<file path="config.mk">
export PLATFORM = sky130hd
export DESIGN_NAME = fcs_sequencer
export DESIGN_NICKNAME = d
export VERILOG_FILES = /design/src/hw/fcs_pkg.sv /design/src/hw/fcs_op_timer.sv /design/src/hw/fcs_sequencer.sv
export VERILOG_INCLUDE_DIRS = /design/src /design/src/hw
export SDC_FILE = /design/constraint.sdc
export NUM_CORES = 1
export LEC_CHECK = 0
export BUFFER_PORTS_ARGS = -buffer_cell sky130_fd_sc_hd__buf_2
export CORE_MARGIN = 2
export CORE_UTILIZATION = 60
export DETAILED_ROUTE_END_ITERATION = 8
export PLACE_DENSITY_LB_ADDON = 0.3
export SETUP_SLACK_MARGIN = 0.05
export SLEW_MARGIN = 20
export SYNTH_ARGS = -nofsm -noshare
export SYNTH_HDL_FRONTEND = slang
export SYNTH_SLANG_ARGS = --single-unit
</file>
<file path="constraint.sdc">
create_clock -name ref_clk -period 16.7 [get_ports ref_clk]
set_input_delay 3.34 -clock ref_clk [delete_from_list [all_inputs] [get_ports ref_clk]]
set_output_delay 3.34 -clock ref_clk [all_outputs]
set_load 0.02 [all_outputs]
</file>
<file path="src/hw/fcs_consts.svh">
// constants of the flash command and status sequencer: opcodes,
// status bit positions, timing figures and derived cycle counts.
// assumes a 125 MHz ref_clk; included by bare name from hw/.
`ifndef FCS_CONSTS_SVH
`define FCS_CONSTS_SVH

// clock rate
`define FCS_CLK_MHZ 125

// first-write opcodes
`define FCS_OP_RD_ARRAY 8'hFF
`define FCS_OP_RD_STATUS 8'h70
`define FCS_OP_RD_SIG_A 8'h90
`define FCS_OP_RD_SIG_B 8'h98
`define FCS_OP_CLR_STATUS 8'h50
`define FCS_OP_SUSPEND 8'hB0
`define FCS_OP_RESUME 8'hD0
`define FCS_OP_PROG_A 8'h40
`define FCS_OP_PROG_B 8'h10
`define FCS_OP_QUAD 8'h30
`define FCS_OP_BERASE 8'h20
`define FCS_OP_CERASE 8'h80

// second-write confirm codes
`define FCS_CF_BERASE 8'hD0
`define FCS_CF_CERASE 8'h10

// status bit positions
`define FCS_SR_READY 7
`define FCS_SR_ESUSP 6
`define FCS_SR_EFAIL 5
`define FCS_SR_PFAIL 4
`define FCS_SR_VPP 3
`define FCS_SR_PSUSP 2
`define FCS_SR_PROT 1

// program/erase durations in their own units
`define FCS_PROG_TIME_US 10
`define FCS_BERASE_TIME_MS 1000
`define FCS_CERASE_TIME_MS 5000

// longest suspend-to-pause delays, rounded down to whole cycles
`define FCS_PROG_PAUSE_US 5
`define FCS_ERASE_PAUSE_US 30
`define FCS_PROG_PAUSE_CYC (`FCS_PROG_PAUSE_US * `FCS_CLK_MHZ)
`define FCS_ERASE_PAUSE_CYC (`FCS_ERASE_PAUSE_US * `FCS_CLK_MHZ)

// signature codes, values arbitrary
`define FCS_SIG_MFR 8'hA5
`define FCS_SIG_DEV 8'h5A

`endif

</file>
<file path="src/hw/fcs_pkg.sv">
// types shared by the flash command and status sequencer.
// no surroundings assumed.
package fcs_pkg;

  // what a bus read returns
  typedef enum logic [1:0] {
    RM_ARRAY,
    RM_STATUS,
    RM_SIG
  } fcs_rmode_e;

  // which multi-write command awaits its next write
  typedef enum logic [2:0] {
    PD_NONE,
    PD_PROG,
    PD_QUAD,
    PD_BERASE,
    PD_CERASE
  } fcs_pend_e;

endpackage

</file>
<file path="src/hw/fcs_op_timer.sv">
// down-counter standing in for the duration of one program or erase.
// assumes load is a one-cycle pulse and load_val is at least one.
`timescale 1ns/1ns
module fcs_op_timer #(
  parameter int W = 32
) (
  // clock and synchronised reset
  input wire logic ref_clk,
  input wire logic rst_n,
  // control
  input wire logic load,
  input wire logic [W-1:0] load_val,
  input wire logic run,
  // completion pulse
  output logic done_r
);

  logic [W-1:0] count_r;
  wire last_w = run && (count_r == W'(1));

  if (W < 2) begin : g_chk
    $error("fcs_op_timer: W too small");
  end

  // paused by dropping run; the count is kept so a resume continues
  always_ff @(posedge ref_clk or negedge rst_n) begin
    if (!rst_n) begin
      count_r <= '0;
      done_r <= 1'b0;
    end else begin
      done_r <= last_w;
      if (load) begin
        count_r <= load_val;
      end else if (run && count_r != '0) begin
        count_r <= count_r - W'(1);
      end
    end
  end

endmodule

</file>
<file path="src/hw/fcs_sequencer.sv">
// command interpreter and program/erase sequencer of a byte-wide flash.
// assumes bus strobes are one-cycle pulses synchronous to ref_clk, and
// that array_rdata shows the byte at bus_addr in the cycle of bus_rd.
//
// Notes on behaviour
// - first-write codes decode into read, clear, suspend, resume, erase, program.
// - status bit 7 is zero while the controller runs, one otherwise.
// - program takes two writes; second captures, starts, selects status reads.
// - after read-array, reads return array data until another command.
// - after read-status, reads return status until another command.
// - after signature command, reads return codes by address until another command.
// - four-byte program only in multiplexed mode; addresses differ in low bits.
// - chip erase multiplexed only; while running only read-status accepted.
// - finished chip erase leaves the whole array at ones.
// - block erase takes two writes; second captures block, starts, status reads.
// - in low-pin-count mode, erase of a protected block aborts unchanged and flags the failure.
// - during block erase only status and suspend accepted; block ends all ones.
// - clear-status zeroes bits 1, 3, 4, 5 and keeps the read mode.
// - error bits stay set across new operations until cleared.
// - suspend pauses; nothing accepted until paused; reads return status.
// - pause within 5 us for program, 30 us for block erase.
// - operation may finish first; suspend bits tell finish from pause.
// - suspended: read modes and resume accepted; program if erase suspended.
// - resume restarts the controller; reads return status.
// - bit 3 supply, bit 4 program, bit 5 erase failure, bit 2 program suspended.
// - bit 1 set on protected target only in low-pin-count mode.
// - bit 6 marks suspended erase and programs run during it.
`timescale 1ns/1ns
`include "fcs_consts.svh"
module fcs_sequencer #(
  parameter int AW = 19,
  parameter int TW = 32,
  parameter int PROG_CYC = `FCS_PROG_TIME_US * `FCS_CLK_MHZ,
  parameter int BERASE_CYC = `FCS_BERASE_TIME_MS * `FCS_CLK_MHZ * 1000,
  parameter int CERASE_CYC = `FCS_CERASE_TIME_MS * `FCS_CLK_MHZ * 1000
) (
  // clock and reset
  input wire logic ref_clk,
  input wire logic nrst,
  // host bus cycles
  input wire logic bus_wr,
  input wire logic bus_rd,
  input wire logic [AW-1:0] bus_addr,
  input wire logic [7:0] bus_wdata,
  output logic [7:0] rd_data_r,
  // configuration and protection
  input wire logic mux_mode,
  input wire logic blk_protected,
  input wire logic vpp_low,
  // memory array
  input wire logic [7:0] array_rdata,
  input wire logic cell_fail,
  output logic arr_wr_r,
  output logic [AW-1:0] arr_addr_r,
  output logic [7:0] arr_data_r,
  output logic arr_blk_erase_r,
  output logic arr_chip_erase_r
);

  localparam int PPAUSE = `FCS_PROG_PAUSE_CYC;
  localparam int EPAUSE = `FCS_ERASE_PAUSE_CYC;

  if (AW < 2 || PROG_CYC < 1 || BERASE_CYC < 1 || CERASE_CYC < 1 ||
      TW < 13 || TW > 32) begin : g_chk
    $error("fcs_sequencer: parameter out of range");
  end

  function automatic logic is_op(input logic [7:0] d, input logic [7:0] c);
    return d == c;
  endfunction

  // reset release
  logic rst_q1_r, rst_n;
  always_ff @(posedge ref_clk or negedge nrst) begin
    if (!nrst) begin
      rst_q1_r <= 1'b0;
      rst_n <= 1'b0;
    end else begin
      rst_q1_r <= 1'b1;
      rst_n <= rst_q1_r;
    end
  end

  fcs_pkg::fcs_rmode_e rmode_r, rmode_nxt;
  fcs_pkg::fcs_pend_e pend_r, pend_nxt;
  logic prog_run_r, erase_run_r, prog_susp_r, erase_susp_r;
  logic cerase_r, quad_r, susp_pend_r;
  logic sr1_r, sr3_r, sr4_r, sr5_r;
  logic [TW-1:0] susp_cnt_r;
  logic [1:0] q_idx_r, cm_idx_r;
  logic [2:0] cm_left_r;
  logic [AW-1:0] q_addr_r [4];
  logic [7:0] q_data_r [4];
  logic [AW-1:0] er_addr_r;
  logic prog_done, erase_done;

  // controller state seen by the host
  wire running = prog_run_r | erase_run_r;
  wire suspended = !running && (prog_susp_r || erase_susp_r);
  wire idle = !running && !prog_susp_r && !erase_susp_r;
  wire [7:0] status_w = {~running, erase_susp_r, sr5_r, sr4_r, sr3_r,
                         prog_susp_r, sr1_r, 1'b0};

  // first-write decode; nothing is taken while a pause is pending
  wire acc_wr = bus_wr && pend_r == fcs_pkg::PD_NONE && !susp_pend_r;
  wire [7:0] op = bus_wdata;
  wire c_status = acc_wr && is_op(op, `FCS_OP_RD_STATUS);
  wire c_array = acc_wr && !running &&
                 is_op(op, `FCS_OP_RD_ARRAY);
  wire c_sig = acc_wr && !running && (is_op(op, `FCS_OP_RD_SIG_A) ||
               is_op(op, `FCS_OP_RD_SIG_B));
  wire c_clear = acc_wr && idle && is_op(op, `FCS_OP_CLR_STATUS);
  // cerase_r outlives its erase, so a later program must still be pausable
  wire c_susp = acc_wr && running && !(cerase_r && erase_run_r) &&
                is_op(op, `FCS_OP_SUSPEND);
  wire c_resume = acc_wr && suspended &&
                  is_op(op, `FCS_OP_RESUME);
  wire c_prog = acc_wr && (idle || (suspended && erase_susp_r &&
                !prog_susp_r)) && (is_op(op, `FCS_OP_PROG_A) ||
                is_op(op, `FCS_OP_PROG_B));
  wire c_quad = acc_wr && idle && mux_mode &&
                is_op(op, `FCS_OP_QUAD);
  wire c_berase = acc_wr && idle && is_op(op, `FCS_OP_BERASE);
  wire c_cerase = acc_wr && idle && mux_mode &&
                  is_op(op, `FCS_OP_CERASE);

  // later writes of multi-write commands
  wire s_prog = bus_wr && pend_r == fcs_pkg::PD_PROG;
  wire s_quad = bus_wr && pend_r == fcs_pkg::PD_QUAD;
  wire s_quad_last = s_quad && q_idx_r == 2'd3;
  wire s_berase = bus_wr && pend_r == fcs_pkg::PD_BERASE &&
                  is_op(op, `FCS_CF_BERASE);
  wire s_cerase = bus_wr && pend_r == fcs_pkg::PD_CERASE &&
                  is_op(op, `FCS_CF_CERASE);
  wire second = s_prog || s_quad_last || s_berase || s_cerase;

  // protection is only reported on the low-pin-count interface
  wire prot = blk_protected && !mux_mode;
  wire prot_hit = (s_prog || s_berase) && prot;
  wire vpp_hit = second && !prot_hit && vpp_low;
  wire start_prog = (s_prog || s_quad_last) && !prot_hit && !vpp_low;
  wire start_berase = s_berase && !prot && !vpp_low;
  wire start_cerase = s_cerase && !vpp_low;

  // suspend latency: the pause lands at the longest allowed delay
  wire [TW-1:0] pause_lat = prog_run_r ? TW'(PPAUSE) : TW'(EPAUSE);
  wire op_done = prog_done || erase_done;
  wire pause_now = susp_pend_r && !op_done &&
                   susp_cnt_r == pause_lat - TW'(1);

  // read mode
  always_comb begin
    rmode_nxt = rmode_r;
    if (c_array) rmode_nxt = fcs_pkg::RM_ARRAY;
    else if (c_sig) rmode_nxt = fcs_pkg::RM_SIG;
    else if (c_status || c_susp || c_resume || second || prot_hit)
      rmode_nxt = fcs_pkg::RM_STATUS;
  end

  // pending multi-write command; a bad confirm code drops it
  always_comb begin
    pend_nxt = pend_r;
    if (c_prog) pend_nxt = fcs_pkg::PD_PROG;
    else if (c_quad) pend_nxt = fcs_pkg::PD_QUAD;
    else if (c_berase) pend_nxt = fcs_pkg::PD_BERASE;
    else if (c_cerase) pend_nxt = fcs_pkg::PD_CERASE;
    else if (bus_wr && !(s_quad && !s_quad_last))
      pend_nxt = fcs_pkg::PD_NONE;
  end

  fcs_op_timer #(.W(TW)) u_prog_tmr (
    .ref_clk(ref_clk),
    .rst_n(rst_n),
    .load(start_prog),
    .load_val(TW'(PROG_CYC)),
    .run(prog_run_r),
    .done_r(prog_done)
  );

  fcs_op_timer #(.W(TW)) u_erase_tmr (
    .ref_clk(ref_clk),
    .rst_n(rst_n),
    .load(start_berase || start_cerase),
    .load_val(start_cerase ? TW'(CERASE_CYC) : TW'(BERASE_CYC)),
    .run(erase_run_r),
    .done_r(erase_done)
  );

  always_ff @(posedge ref_clk or negedge rst_n) begin
    if (!rst_n) begin
      rmode_r <= fcs_pkg::RM_ARRAY;
      pend_r <= fcs_pkg::PD_NONE;
    end else begin
      rmode_r <= rmode_nxt;
      pend_r <= pend_nxt;
    end
  end

  // controller run and suspend flags
  always_ff @(posedge ref_clk or negedge rst_n) begin
    if (!rst_n) begin
      prog_run_r <= 1'b0;
      erase_run_r <= 1'b0;
      prog_susp_r <= 1'b0;
      erase_susp_r <= 1'b0;
      cerase_r <= 1'b0;
      susp_pend_r <= 1'b0;
      susp_cnt_r <= '0;
    end else begin
      if (start_prog) prog_run_r <= 1'b1;
      else if (prog_done || (pause_now && prog_run_r)) prog_run_r <= 1'b0;
      else if (c_resume && prog_susp_r) prog_run_r <= 1'b1;
      if (start_berase || start_cerase) begin
        erase_run_r <= 1'b1;
        cerase_r <= start_cerase;
      end else if (erase_done || (pause_now && !prog_run_r)) begin
        erase_run_r <= 1'b0;
      end else if (c_resume && !prog_susp_r) begin
        erase_run_r <= 1'b1;
      end
      if (pause_now && prog_run_r) prog_susp_r <= 1'b1;
      else if (c_resume && prog_susp_r) prog_susp_r <= 1'b0;
      if (pause_now && !prog_run_r) erase_susp_r <= 1'b1;
      else if (c_resume && !prog_susp_r) erase_susp_r <= 1'b0;
      if (c_susp) begin
        susp_pend_r <= 1'b1;
        susp_cnt_r <= '0;
      end else if (pause_now || op_done) begin
        susp_pend_r <= 1'b0;
      end else if (susp_pend_r) begin
        susp_cnt_r <= susp_cnt_r + TW'(1);
      end
    end
  end

  // sticky error bits; an event in the same cycle as a clear wins
  always_ff @(posedge ref_clk or negedge rst_n) begin
    if (!rst_n) begin
      sr1_r <= 1'b0;
      sr3_r <= 1'b0;
      sr4_r <= 1'b0;
      sr5_r <= 1'b0;
    end else begin
      sr1_r <= (sr1_r && !c_clear) || prot_hit;
      sr3_r <= (sr3_r && !c_clear) || vpp_hit;
      sr4_r <= (sr4_r && !c_clear) || (prog_done && cell_fail);
      sr5_r <= (sr5_r && !c_clear) || (erase_done && cell_fail);
    end
  end

  // capture of program bytes and erase block
  always_ff @(posedge ref_clk or negedge rst_n) begin
    if (!rst_n) begin
      q_idx_r <= 2'd0;
      quad_r <= 1'b0;
      er_addr_r <= '0;
    end else begin
      if (c_prog || c_quad) begin
        q_idx_r <= 2'd0;
        quad_r <= c_quad;
      end else if (s_quad) begin
        q_idx_r <= q_idx_r + 2'd1;
      end
      if (s_berase) er_addr_r <= bus_addr;
    end
  end

  // byte store has no reset: contents only matter once captured
  always_ff @(posedge ref_clk) begin
    if (s_prog || s_quad) begin
      q_addr_r[s_prog ? 2'd0 : q_idx_r] <= bus_addr;
      q_data_r[s_prog ? 2'd0 : q_idx_r] <= bus_wdata;
    end
  end

  // array commit; bytes reach the array only after a clean finish
  always_ff @(posedge ref_clk or negedge rst_n) begin
    if (!rst_n) begin
      cm_left_r <= 3'd0;
      cm_idx_r <= 2'd0;
      arr_wr_r <= 1'b0;
      arr_addr_r <= '0;
      arr_data_r <= 8'h00;
      arr_blk_erase_r <= 1'b0;
      arr_chip_erase_r <= 1'b0;
    end else begin
      arr_wr_r <= cm_left_r != 3'd0;
      arr_blk_erase_r <= erase_done && !cell_fail && !cerase_r;
      arr_chip_erase_r <= erase_done && !cell_fail && cerase_r;
      if (prog_done && !cell_fail) begin
        cm_left_r <= quad_r ? 3'd4 : 3'd1;
        cm_idx_r <= 2'd0;
      end else if (cm_left_r != 3'd0) begin
        cm_left_r <= cm_left_r - 3'd1;
        cm_idx_r <= cm_idx_r + 2'd1;
      end
      if (cm_left_r != 3'd0) begin
        arr_addr_r <= q_addr_r[cm_idx_r];
        arr_data_r <= q_data_r[cm_idx_r];
      end else if (erase_done) begin
        arr_addr_r <= er_addr_r;
      end
    end
  end

  // read data
  always_ff @(posedge ref_clk or negedge rst_n) begin
    if (!rst_n) begin
      rd_data_r <= 8'h00;
    end else if (bus_rd) begin
      if (rmode_r == fcs_pkg::RM_ARRAY) rd_data_r <= array_rdata;
      else if (rmode_r == fcs_pkg::RM_STATUS) rd_data_r <= status_w;
      else if (bus_addr[0]) rd_data_r <= `FCS_SIG_DEV;
      else rd_data_r <= `FCS_SIG_MFR;
    end
  end

  localparam int EPAUSE_I = EPAUSE;
  logic [TW-1:0] pend_age_r;
  always_ff @(posedge ref_clk or negedge rst_n) begin
    if (!rst_n) pend_age_r <= '0;
    else if (!susp_pend_r) pend_age_r <= '0;
    else pend_age_r <= pend_age_r + TW'(1);
  end
endmodule

</file>
==> flow_summary.toml, run 1 <==
[setup_path]
required_ps = 17200
crit_fanout = 23
worstSetupPathType = "primary input to flip-flop"
critPathArrivalTime_ps = 5700
start_kind = "primary input"
cp-end-kind = "flip-flop"

[synth]
yosysMostFrequentCell = "dfrtp_1"
ys_ff_latch = 288
synth_area_per_cell_um2 = 11.9
synth-main-ff-cell = "dfrtp_1"
synth_top_area_cell = "dfrtp_1"
synth_edf_count = 108
ys_types = 61
yosys_warnings = 0
syn_nets = 1184
netlist.area_leader.share_pct = 33.5
synthArstFlopShare_pct = 62.5
ys_seq_area_share_pct = 57.6
yosys-top-cells-area = "dfrtp_1 34%, edfxtp_1 24%, mux4_2 4.5%"
synth.cell_area_um2 = 13400
syn_inst = 1131
yosys-top-cells-count = "180 x dfrtp_1, 108 x edfxtp_1, 92 x nand2_1, 56 x nor2_1, 54 x o21ai_0"

[clock_tree]
cts_tree = "built"
cts_root_buf = "clkbuf_16"
cts_buffers = 30
hold_buffers = 0
clkSlewWorstSetupHoldPaths_ps = 60
h-tree-depth = 1
clk_latency_ps = 570
cts_sinks = 288
cts_buffer_depth = 3
cts_resized = 0
cts_setup_buffers = 0

[floorplan]
pin_count = 81
die_w_um = 154
dieArea_um2 = 23600
core_region_area_um2 = 21900
start_util_pct = 61.4
rows = 54
die_y_um = 154

[power]
power_w = 0.00194
static-leakage-power_nw = 5.65
p_int_w = 0.00140
p_sw_w = 0.000546
peakVddDrop_v = 0.0000898
clkPwrFrac_pct = 37.3
seq_power_share_pct = 45.0
power_density_nw_per_um2 = 128
p_sw_share_pct = 28.1
p_comb_share_pct = 17.7

[cells_and_area]
instances_no_fill = 1509
drive_above_1_share_pct = 19.1
fin_util_pct = 69.7
area_growth_pct = 13.5
final_area_um2 = 15300
nets = 1256

[sta]
fin_setup_tns_ps = 0
final.min_clock_period_ps = 5200
rsz0062_at_grt = "no"
slew-limit-headroom_pct = 28.2
skew_ps = 18.9
hold_viol = 0
slew_violations = 0
worst_slew_pin_slew_ps = 1080
setup_viol = 0
timing.final.crit_share_pct = 31.1
fmax_mhz = 192

[grt]
grt_pass1_wl_mm = 49.5
grt_max_degree = 74
grt_pass1_vias = 9546
grt_antenna_before_repair = 2
grt_overflow = 0
grt_usage_pct = 25.8

[placed_design]
io_buffers = 80
dp.cells = 1450
dp_hpwl_mm = 18.9
placed_area_um2 = 14100
gp_congestion = 0.888

[routing]
drt_iter0_drc = 675
vias_per_cell = 6.47
totalWireLength_mm = 30.6
postRouteAntennaNets = 0
first_pass_iters = 5
route.met2.wl_mm = 15.4
dr_wl_met3_mm = 1.59
wl_met1_mm = 12.8
wl_per_cell_um = 20.3
drc_errors = 0
vias = 9762
top_layer_used = "met4"

[status]
status = "finished, final reports clean"

[job]
max-cap-violations = 0

[worst_hold_path]
hp-class = "flip-flop to async pin"
==> worst max-delay path, stage by stage <==
cell	delay (ps)
buf_2	140
or4_1	730
nor3_2	230
buf_4	380
nand2_1	340
nand2_1	350
or3_1	170
==> metal layers <==
| layer | up-vias | global-route usage [%] |
|---|---|---|
| met5 | - | 0 |
| met4 | 0 | 7.30 |
| met3 | 56 | 3.92 |
| met2 | 320 | 44.8 |
| met1 | 4878 | 34.1 |
| li1 | 4508 | - |
==> sequential cells by signal, indices dropped and copies added, names as in the netlist, 3 cells and up <==
signal,flops
u_prog_tmr.count_r,32
q_data_r,32
arr_addr_r,19
arr_data_r,8
rd_data_r,8
u_erase_tmr.count_r,32
cm_left_r,3
susp_cnt_r,32
q_addr_r,76
er_addr_r,19
pend_r,3
==> metrics by stage <==
| stage | setup WS, ps | hold slack, ps |
|---|---|---|
| floorplan | 11310 | 331 |
| global placement | 10970 | 344 |
| detailed placement | 10940 | 343 |
| CTS | 11530 | 357 |
| global route | 11170 | 360 |
| finish | 11500 | 315 |
==> power by group through the flow <==
stage / registers [W] / clock network, W / logic (W)
floorplan: 0.000903 / 0 / 0.000218
global placement: 0.000885 / 0 / 0.000326
detailed placement: 0.000889 / 0 / 0.000337
CTS: 0.000878 / 0.000734 / 0.000347
global route: 0.000887 / 0.000763 / 0.000375
finish: 0.000874 / 0.000725 / 0.000345
==> worst paths after layout <==
kind,endpoint,slack [ps],start,depth (start not counted)
max,u_erase_tmr.count_r[11]$_DFFE_PN0P_,11500,bus_wdata[1],7
max in group asynchronous,rst_n$_DFF_PN0_,14030,nrst,1
min,u_prog_tmr.count_r[26]$_DFFE_PN0P_,310,rst_n$_DFF_PN0_,0
min reg2reg,u_prog_tmr.count_r[26]$_DFFE_PN0P_,310,rst_n$_DFF_PN0_,0
min in group ref_clk,rst_n$_DFF_PN0_,350,rst_q1_r$_DFF_PN0_,0
max reg2reg,u_erase_tmr.count_r[29]$_DFFE_PN0P_,13760,u_erase_tmr.count_r[10]$_DFFE_PN0P_,5
==> cell families (layout without fill, tap and decap cells) <==
logic type,count (synthesis),count (layout),share of synthesized area [%]
and+or+nand+nor,445,445,18.8
DFF,288,288,57.6
AOI/OAI and AO/OA,193,193,9.05
muxes,98,98,10.1
buffers and inverters,79,175,2.32
xor gates and xnor gates,17,17,1.11
adders and majority gates,10,10,0.931
other,1,3,0.0279
==> cell type report <==
class	instances	area, um^2
Tap cell	280	350
Timing Repair Buffer	96	533
Fill cell	1527	6640
Inverter	23	86.3
Antenna cell	2	5.00
Multi-Input combinational cell	764	5430
Sequential cell	288	7750
Clock inverter	20	283
Clock buffer	36	813
==> placed cells by master, fill, tap and decap left out, types with 6 or more instances in the layout <==
cell type / synthesis / layout
dfrtp_1: 180 / 178
nand2_1: 92 / 92
nand3_1: 29 / 29
xnor2_1: 9 / 9
ha_1: 10 / 10
and4_1: 10 / 10
clkbuf_16: 0 / 30
nand4b_1: 7 / 7
buf_2: 1 / 80
a21oi_1: 47 / 46
nor2_1: 56 / 55
or3_1: 36 / 36
bufinv_16: 0 / 6
nor3_1: 23 / 22
mux2i_1: 36 / 36
o21ai_0: 54 / 54
o31ai_1: 32 / 32
and3_1: 10 / 10
buf_4: 0 / 15
and2_1: 7 / 7
or4_1: 49 / 49
or2_2: 7 / 7
inv_1: 23 / 23
mux4_2: 27 / 27
nor3b_1: 7 / 7
xor2_1: 8 / 8
clkinv_2: 0 / 6
nor4_1: 36 / 34
nand4_1: 26 / 26
nand2b_1: 22 / 21
a31oi_1: 13 / 13
o211ai_1: 19 / 19
edfxtp_1: 108 / 108
mux2_2: 35 / 35
Note: power is estimated with default switching activity, not from simulation.
==> inputs of run 2 (changes only) <==
--- a/config.mk
+++ b/config.mk
@@ -6,9 +6,10 @@
 export SDC_FILE = /design/constraint.sdc
 export NUM_CORES = 1
 export LEC_CHECK = 0
+export ABC_AREA = 1
 export BUFFER_PORTS_ARGS = -buffer_cell sky130_fd_sc_hd__buf_2
 export CORE_MARGIN = 2
-export CORE_UTILIZATION = 60
+export CORE_UTILIZATION = 56
 export DETAILED_ROUTE_END_ITERATION = 8
 export PLACE_DENSITY_LB_ADDON = 0.3
 export SETUP_SLACK_MARGIN = 0.05
==> constraint.sdc (replaced) <==
create_clock -name ref_clk -period 4.5 [get_ports ref_clk]
set_input_delay 0.9 -clock ref_clk [delete_from_list [all_inputs] [get_ports ref_clk]]
set_output_delay 0.9 -clock ref_clk [all_outputs]
set_load 0.02 [all_outputs]
==> run 2 against run 1 <==
Clock power grew to 3.5 times the previous value. Synthesized cell count increased by 61%. First-iteration DRC count grew 50%. Cell area up 7.6%. Clock skew increased by 11 ps. Via count is 27% higher.
==> flow_summary.toml, run 2 <==
[floorplan]
pin_count = 81
rows = 59
dieArea_um2 = 27600
core_region_area_um2 = 25900
die_w_um = 166
die_y_um = 166
start_util_pct = 56.8

[synth]
netlist.area_leader.share_pct = 30.6
synth-simple-area-share_pct = 30.6
synth_xor_area_share_pct = 2.92
synth_compound_area_share_pct = 7.62
synth-main-ff-cell = "dfrtp_1"
ys_seq_area_share_pct = 52.7
synthAdderAreaFrac_pct = 0.850
yosys-top-cells-count = "511 x nand2_1, 369 x nor2_1, 180 x dfrtp_1, 120 x nand3_1, 119 x inv_1"
synth.area.mux_share_pct = 0.0765
yosys_warnings = 0
ys_ff_latch = 288
ys_types = 47
synth.cell_area_um2 = 14700
synth_area_per_cell_um2 = 8.10
synthArstFlopShare_pct = 62.5
synth_top_area_cell = "dfrtp_1"
yosysMostFrequentCell = "nand2_1"
syn_inst = 1817
syn_nets = 1870
synth_edf_count = 108
synth_top_family_by_area = "simple AND/OR/NAND/NOR gates"
yosys-top-cells-area = "dfrtp_1 31%, edfxtp_1 22%, nand2_1 13%"

[clock_tree]
cts_resized = 0
cts_sinks = 288
cts_root_buf = "clkbuf_16"
cts_setup_buffers = 0
cts_buffers = 30
cts_buffer_depth = 3
clkSlewWorstSetupHoldPaths_ps = 70
hold_buffers = 0
cts_tree = "built"
clk_latency_ps = 590
h-tree-depth = 1

[worst_hold_path]
hp-class = "primary input to async pin"

[setup_path]
crit_family = "simple AND/OR/NAND/NOR gates"
cp-end-kind = "flip-flop"
worst_r2r_startpoint = "prog_run_r$_DFFE_PN0P_"
crit_chain = "o21ai_0, nand3_1, nor2_1, nand2_1, nand2_2, nand2_2, nand2_1, nand2_1"
critPathBufInv = 0
crit_path_frequent_cell = "nand2_1"
startpoint = "prog_run_r$_DFFE_PN0P_"
start_kind = "flip-flop"
cp_slowest_cell = "nand2_2"
critPathArrivalTime_ps = 3010
required_ps = 4950
crit_fanout = 33
max_stage_delay_ps = 510
worstSetupPathType = "flip-flop to flip-flop"

[cells_and_area]
nets = 1940
fin_util_pct = 63.4
layout_common_cells = "510 x nand2_1, 368 x nor2_1, 179 x dfrtp_1"
area_growth_pct = 11.6
largest_register = "q_addr_r"
final_common_cell = "nand2_1"
drive_above_1_share_pct = 9.84
largest_reg_flops = 76

[sta]
setup_viol = 0
skew_ps = 30.2
slew_violations = 0
hold_viol = 0
final.min_clock_period_ps = 2560
fin_setup_tns_ps = 0
slew-limit-headroom_pct = 39.7
worst_slew_pin_slew_ps = 901
rsz0062_at_grt = "no"
timing.final.crit_share_pct = 56.8
fmax_mhz = 391

[grt]
grt_usage_pct = 25.5
grt_pass1_wl_mm = 58.3
grt_max_degree = 77
grt_pass1_vias = 11900
grt_antenna_before_repair = 3
grt_overflow = 0

[routing]
drc_errors = 0
first_pass_iters = 5
wl_per_cell_um = 15.7
postRouteAntennaNets = 0
drt_iter0_drc = 1013
vias = 12400
vias_per_cell = 5.52
totalWireLength_mm = 35.3

[placed_design]
dp_hpwl_mm = 23.4
gp_congestion = 0.917
io_buffers = 80

[job]
max-cap-violations = 0

[power]
static-leakage-power_nw = 7.83
peakVddDrop_v = 0.000368
power_density_nw_per_um2 = 421

[status]
status = "finished, final reports clean"
## run 2: layout make-up
type | instances | area (um^2)
inverter | 131 | 502
sequential | 288 | 7750
fill | 2168 | 9490
clock buffer | 39 | 815
timing repair buffer | 94 | 518
multi-input combinational | 1342 | 6210
tap | 335 | 419
antenna | 2 | 5.00
clock inverter | 17 | 194
## run 2: report_power, final
group          switching, W  internal, W  total, W
registers          0.000108      0.00290   0.00301
clock network       0.00107      0.00146   0.00252
logic              0.000942     0.000442   0.00138
## run 2: worst paths after layout
kind | to | slack (ps) | cells past startpoint
min in group ref_clk | rst_n$_DFF_PN0_ | 350 | 0
max in group asynchronous | u_erase_tmr.count_r[28]$_DFFE_PN0P_ | 2920 | 1
setup / recovery | susp_cnt_r[28]$_DFFE_PN0P_ | 1940 | 8
hold reg to reg | rst_n$_DFF_PN0_ | 350 | 0
setup reg to reg | susp_cnt_r[28]$_DFFE_PN0P_ | 1940 | 8
hold / removal | rst_n$_DFF_PN0_ | 80 | 1
## run 2: kinds of logic after synthesis
family          Yosys count
flops                   288
simple gates           1086
buf+inv                 187
other cells               1
compound gates          195
fa+ha+maj                10
mux                       1
xor+xnor                 49
## run 2: per-layer routing
layer  up-vias  track usage, %  wire [um]
met5         -               0         13
met4         2            8.73        873
met3        65            3.69       2110
met2       364            43.4      17000
met1      5896            33.7      15300
li1       6082               -          -
## run 2: through the flow
step | setup slack [ps] | power [W] | instances | hold slack (ps) | area [um^2]
floorplan | 803 | 0.00399 | 1817 | 331 | 14700
global placement | 1450 | 0.00439 | 2190 | 336 | 15400
CTS | 1930 | 0.00694 | 2246 | 66.2 | 16400
detailed placement | 1410 | 0.00444 | 2190 | 336 | 15400
global route | 1720 | 0.00724 | 2247 | 54.7 | 16400
finish | 1940 | 0.00692 | 2248 | 78.5 | 16400
## run 2: worst register-to-register path: stages (launching register included)
cell and delay (ps):
dfrtp_1 500, o21ai_0 290, nand3_1 110, nor2_1 150, nand2_1 80, nand2_2 490, nand2_2 520, nand2_1 220
nand2_1 60
==> inputs of run 3 (changes only) <==
--- a/config.mk
+++ b/config.mk
@@ -9,7 +9,7 @@
 export ABC_AREA = 1
 export BUFFER_PORTS_ARGS = -buffer_cell sky130_fd_sc_hd__buf_2
 export CORE_MARGIN = 2
-export CORE_UTILIZATION = 56
+export CORE_UTILIZATION = 60
 export DETAILED_ROUTE_END_ITERATION = 8
 export PLACE_DENSITY_LB_ADDON = 0.3
 export SETUP_SLACK_MARGIN = 0.05
==> constraint.sdc (replaced) <==
create_clock -name ref_clk -period 2.5 [get_ports ref_clk]
set_input_delay 0.5 -clock ref_clk [delete_from_list [all_inputs] [get_ports ref_clk]]
set_output_delay 0.5 -clock ref_clk [all_outputs]
set_load 0.02 [all_outputs]
==> run 3 against run 2 <==
Combinational power grew 93%. Clock power rose by 95%. Fmax grew 24%. Cell area grew 1.8%. Register-to-register slack lost 1500 ps. Routed wire length is 7.3% higher. Core utilization is 5.8 points higher. Flip-flop and latch count unchanged. Power increased by 88%. Critical path depth shrank 2. Via count rose by 3.0%. Critical path type unchanged.
==> flow_summary.toml, run 3 (synthesis results as in run 2) <==
[cells_and_area]
largest_reg_flops = 76
layout_common_cells = "510 x nand2_1, 367 x nor2_1, 179 x dfrtp_1"
fill_cells = 1903
fin_util_pct = 69.1
drive_above_1_share_pct = 10.8
area_growth_pct = 13.6
largest_register = "q_addr_r"
nets = 1956
final_common_cell = "nand2_1"

[routing]
drc_errors = 0
postRouteAntennaNets = 0
drt_iter0_drc = 1126
first_pass_iters = 5
vias_per_cell = 5.68
vias = 12800
wl_per_cell_um = 16.8
totalWireLength_mm = 37.9

[clock_tree]
cts_buffer_depth = 3
h-tree-depth = 1
clk_latency_ps = 580
cts_root_buf = "clkbuf_16"
cts_tree = "built"
clkSlewWorstSetupHoldPaths_ps = 70
cts_sinks = 288
cts_buffers = 30

[setup_path]
critPathArrivalTime_ps = 2510
worstSetupPathType = "flip-flop to flip-flop"
cp_slowest_cell = "dfrtp_1"
cp-end-kind = "flip-flop"
critPathBufInv = 1
start_kind = "flip-flop"
crit_fanout = 8
crit_family = "simple AND/OR/NAND/NOR gates"
max_stage_delay_ps = 490
crit_chain = "nor2_1, inv_1, nor2_2, nand2_1, nor3_1, o21ai_0"
required_ps = 2940

[sta]
hold_viol = 0
fin_setup_tns_ps = 0
rsz0062_at_grt = "no"
worst_slew_pin_slew_ps = 837
setup_viol = 0
final.min_clock_period_ps = 2070
slew-limit-headroom_pct = 44.2
slew_violations = 0
skew_ps = 23.6
timing.final.crit_share_pct = 82.8
fmax_mhz = 483

[floorplan]
dieArea_um2 = 25800
die_y_um = 161
core_region_area_um2 = 24200
die_w_um = 161
start_util_pct = 60.8
rows = 57
pin_count = 81

[placed_design]
gp_congestion = 0.930
io_buffers = 80
dp_hpwl_mm = 25.1

[grt]
grt_pass1_wl_mm = 62.3
grt_overflow = 0
grt_antenna_before_repair = 2
grt_max_degree = 79
grt_pass1_vias = 12500
grt_usage_pct = 29.7

[power]
static-leakage-power_nw = 7.96
peakVddDrop_v = 0.000628
power_w = 0.0130
power_density_nw_per_um2 = 779

[status]
status = "finished, final reports clean"

[job]
max-cap-violations = 0

[worst_hold_path]
hp-class = "primary input to flip-flop"
==> run 3: where the power goes <==
part / switching, W / internal [W]
clock: 0.00197 / 0.00295
sequential: 0.000205 / 0.00523
combinational: 0.00183 / 0.000839
==> run 3: stage by stage <==
step / cells / setup WS [ps] / hold WS, ps / instance area [um^2]
after global routing: 2252 / 294 / 141 / 16700
final: 2252 / 430 / 149 / 16700
after global placement: 2194 / 298 / 284 / 15600
after CTS: 2251 / 289 / 142 / 16700
after floorplan: 1817 / 194 / 204 / 14700
after detailed placement: 2194 / 261 / 289 / 15600
==> run 3: what timing repair did <==
action / in CTS / in global routing
setup buffers: 0 / 0
gates resized for setup: 0 / 1
hold buffers: 1 / 0
endpoints found under the hold margin: 2 / 0
endpoints found under the setup margin: 0 / 1
==> run 3: path summary, 6_finish.rpt <==
path	from	end	slack, ps	cells past startpoint
worst max-delay path	prog_run_r$_DFFE_PN0P_	sr3_r$_DFF_PN0_	430	6
worst min-delay path	bus_addr[14]	q_addr_r[2][14]$_DFFE_PP_	150	1
worst max register to register	prog_run_r$_DFFE_PN0P_	sr3_r$_DFF_PN0_	430	6
worst min register to register	rst_n$_DFF_PN0_	rd_data_r[1]$_DFFE_PN0P_	290	0
max in group asynchronous	rst_n$_DFF_PN0_	u_erase_tmr.count_r[20]$_DFFE_PN0P_	1400	1
min in group asynchronous	nrst	rst_n$_DFF_PN0_	240	2
==> run 3: metal layers <==
| layer | GRT usage (%) | up-vias | wire [um] |
|---|---|---|---|
| li1 | - | 6111 | - |
| met1 | 41.3 | 6092 | 16100 |
| met2 | 49.8 | 500 | 18400 |
| met3 | 3.38 | 77 | 2560 |
| met4 | 8.93 | 2 | 912 |
| met5 | 0 | - | 10 |
==> run 3: worst reg2reg max path, cell delays in order (launching register included) <==
cell     delay (ps)
dfrtp_1         490
nor2_1          280
inv_1           130
nor2_2          270
nand2_1         120
nor3_1          470
o21ai_0         170
==> run 3: final cells by class <==
| class | instances | area, um^2 | share of cell area (%) |
|---|---|---|---|
| clock inverter | 16 | 205 | 1.23 |
| multi-input combinational | 1342 | 6220 | 37.2 |
| tap | 324 | 405 | 2.43 |
| sequential | 288 | 7750 | 46.4 |
| timing repair buffer | 110 | 703 | 4.21 |
| inverter | 131 | 502 | 3.00 |
| clock buffer | 40 | 926 | 5.54 |
| antenna | 1 | 2.50 | 0.0150 |
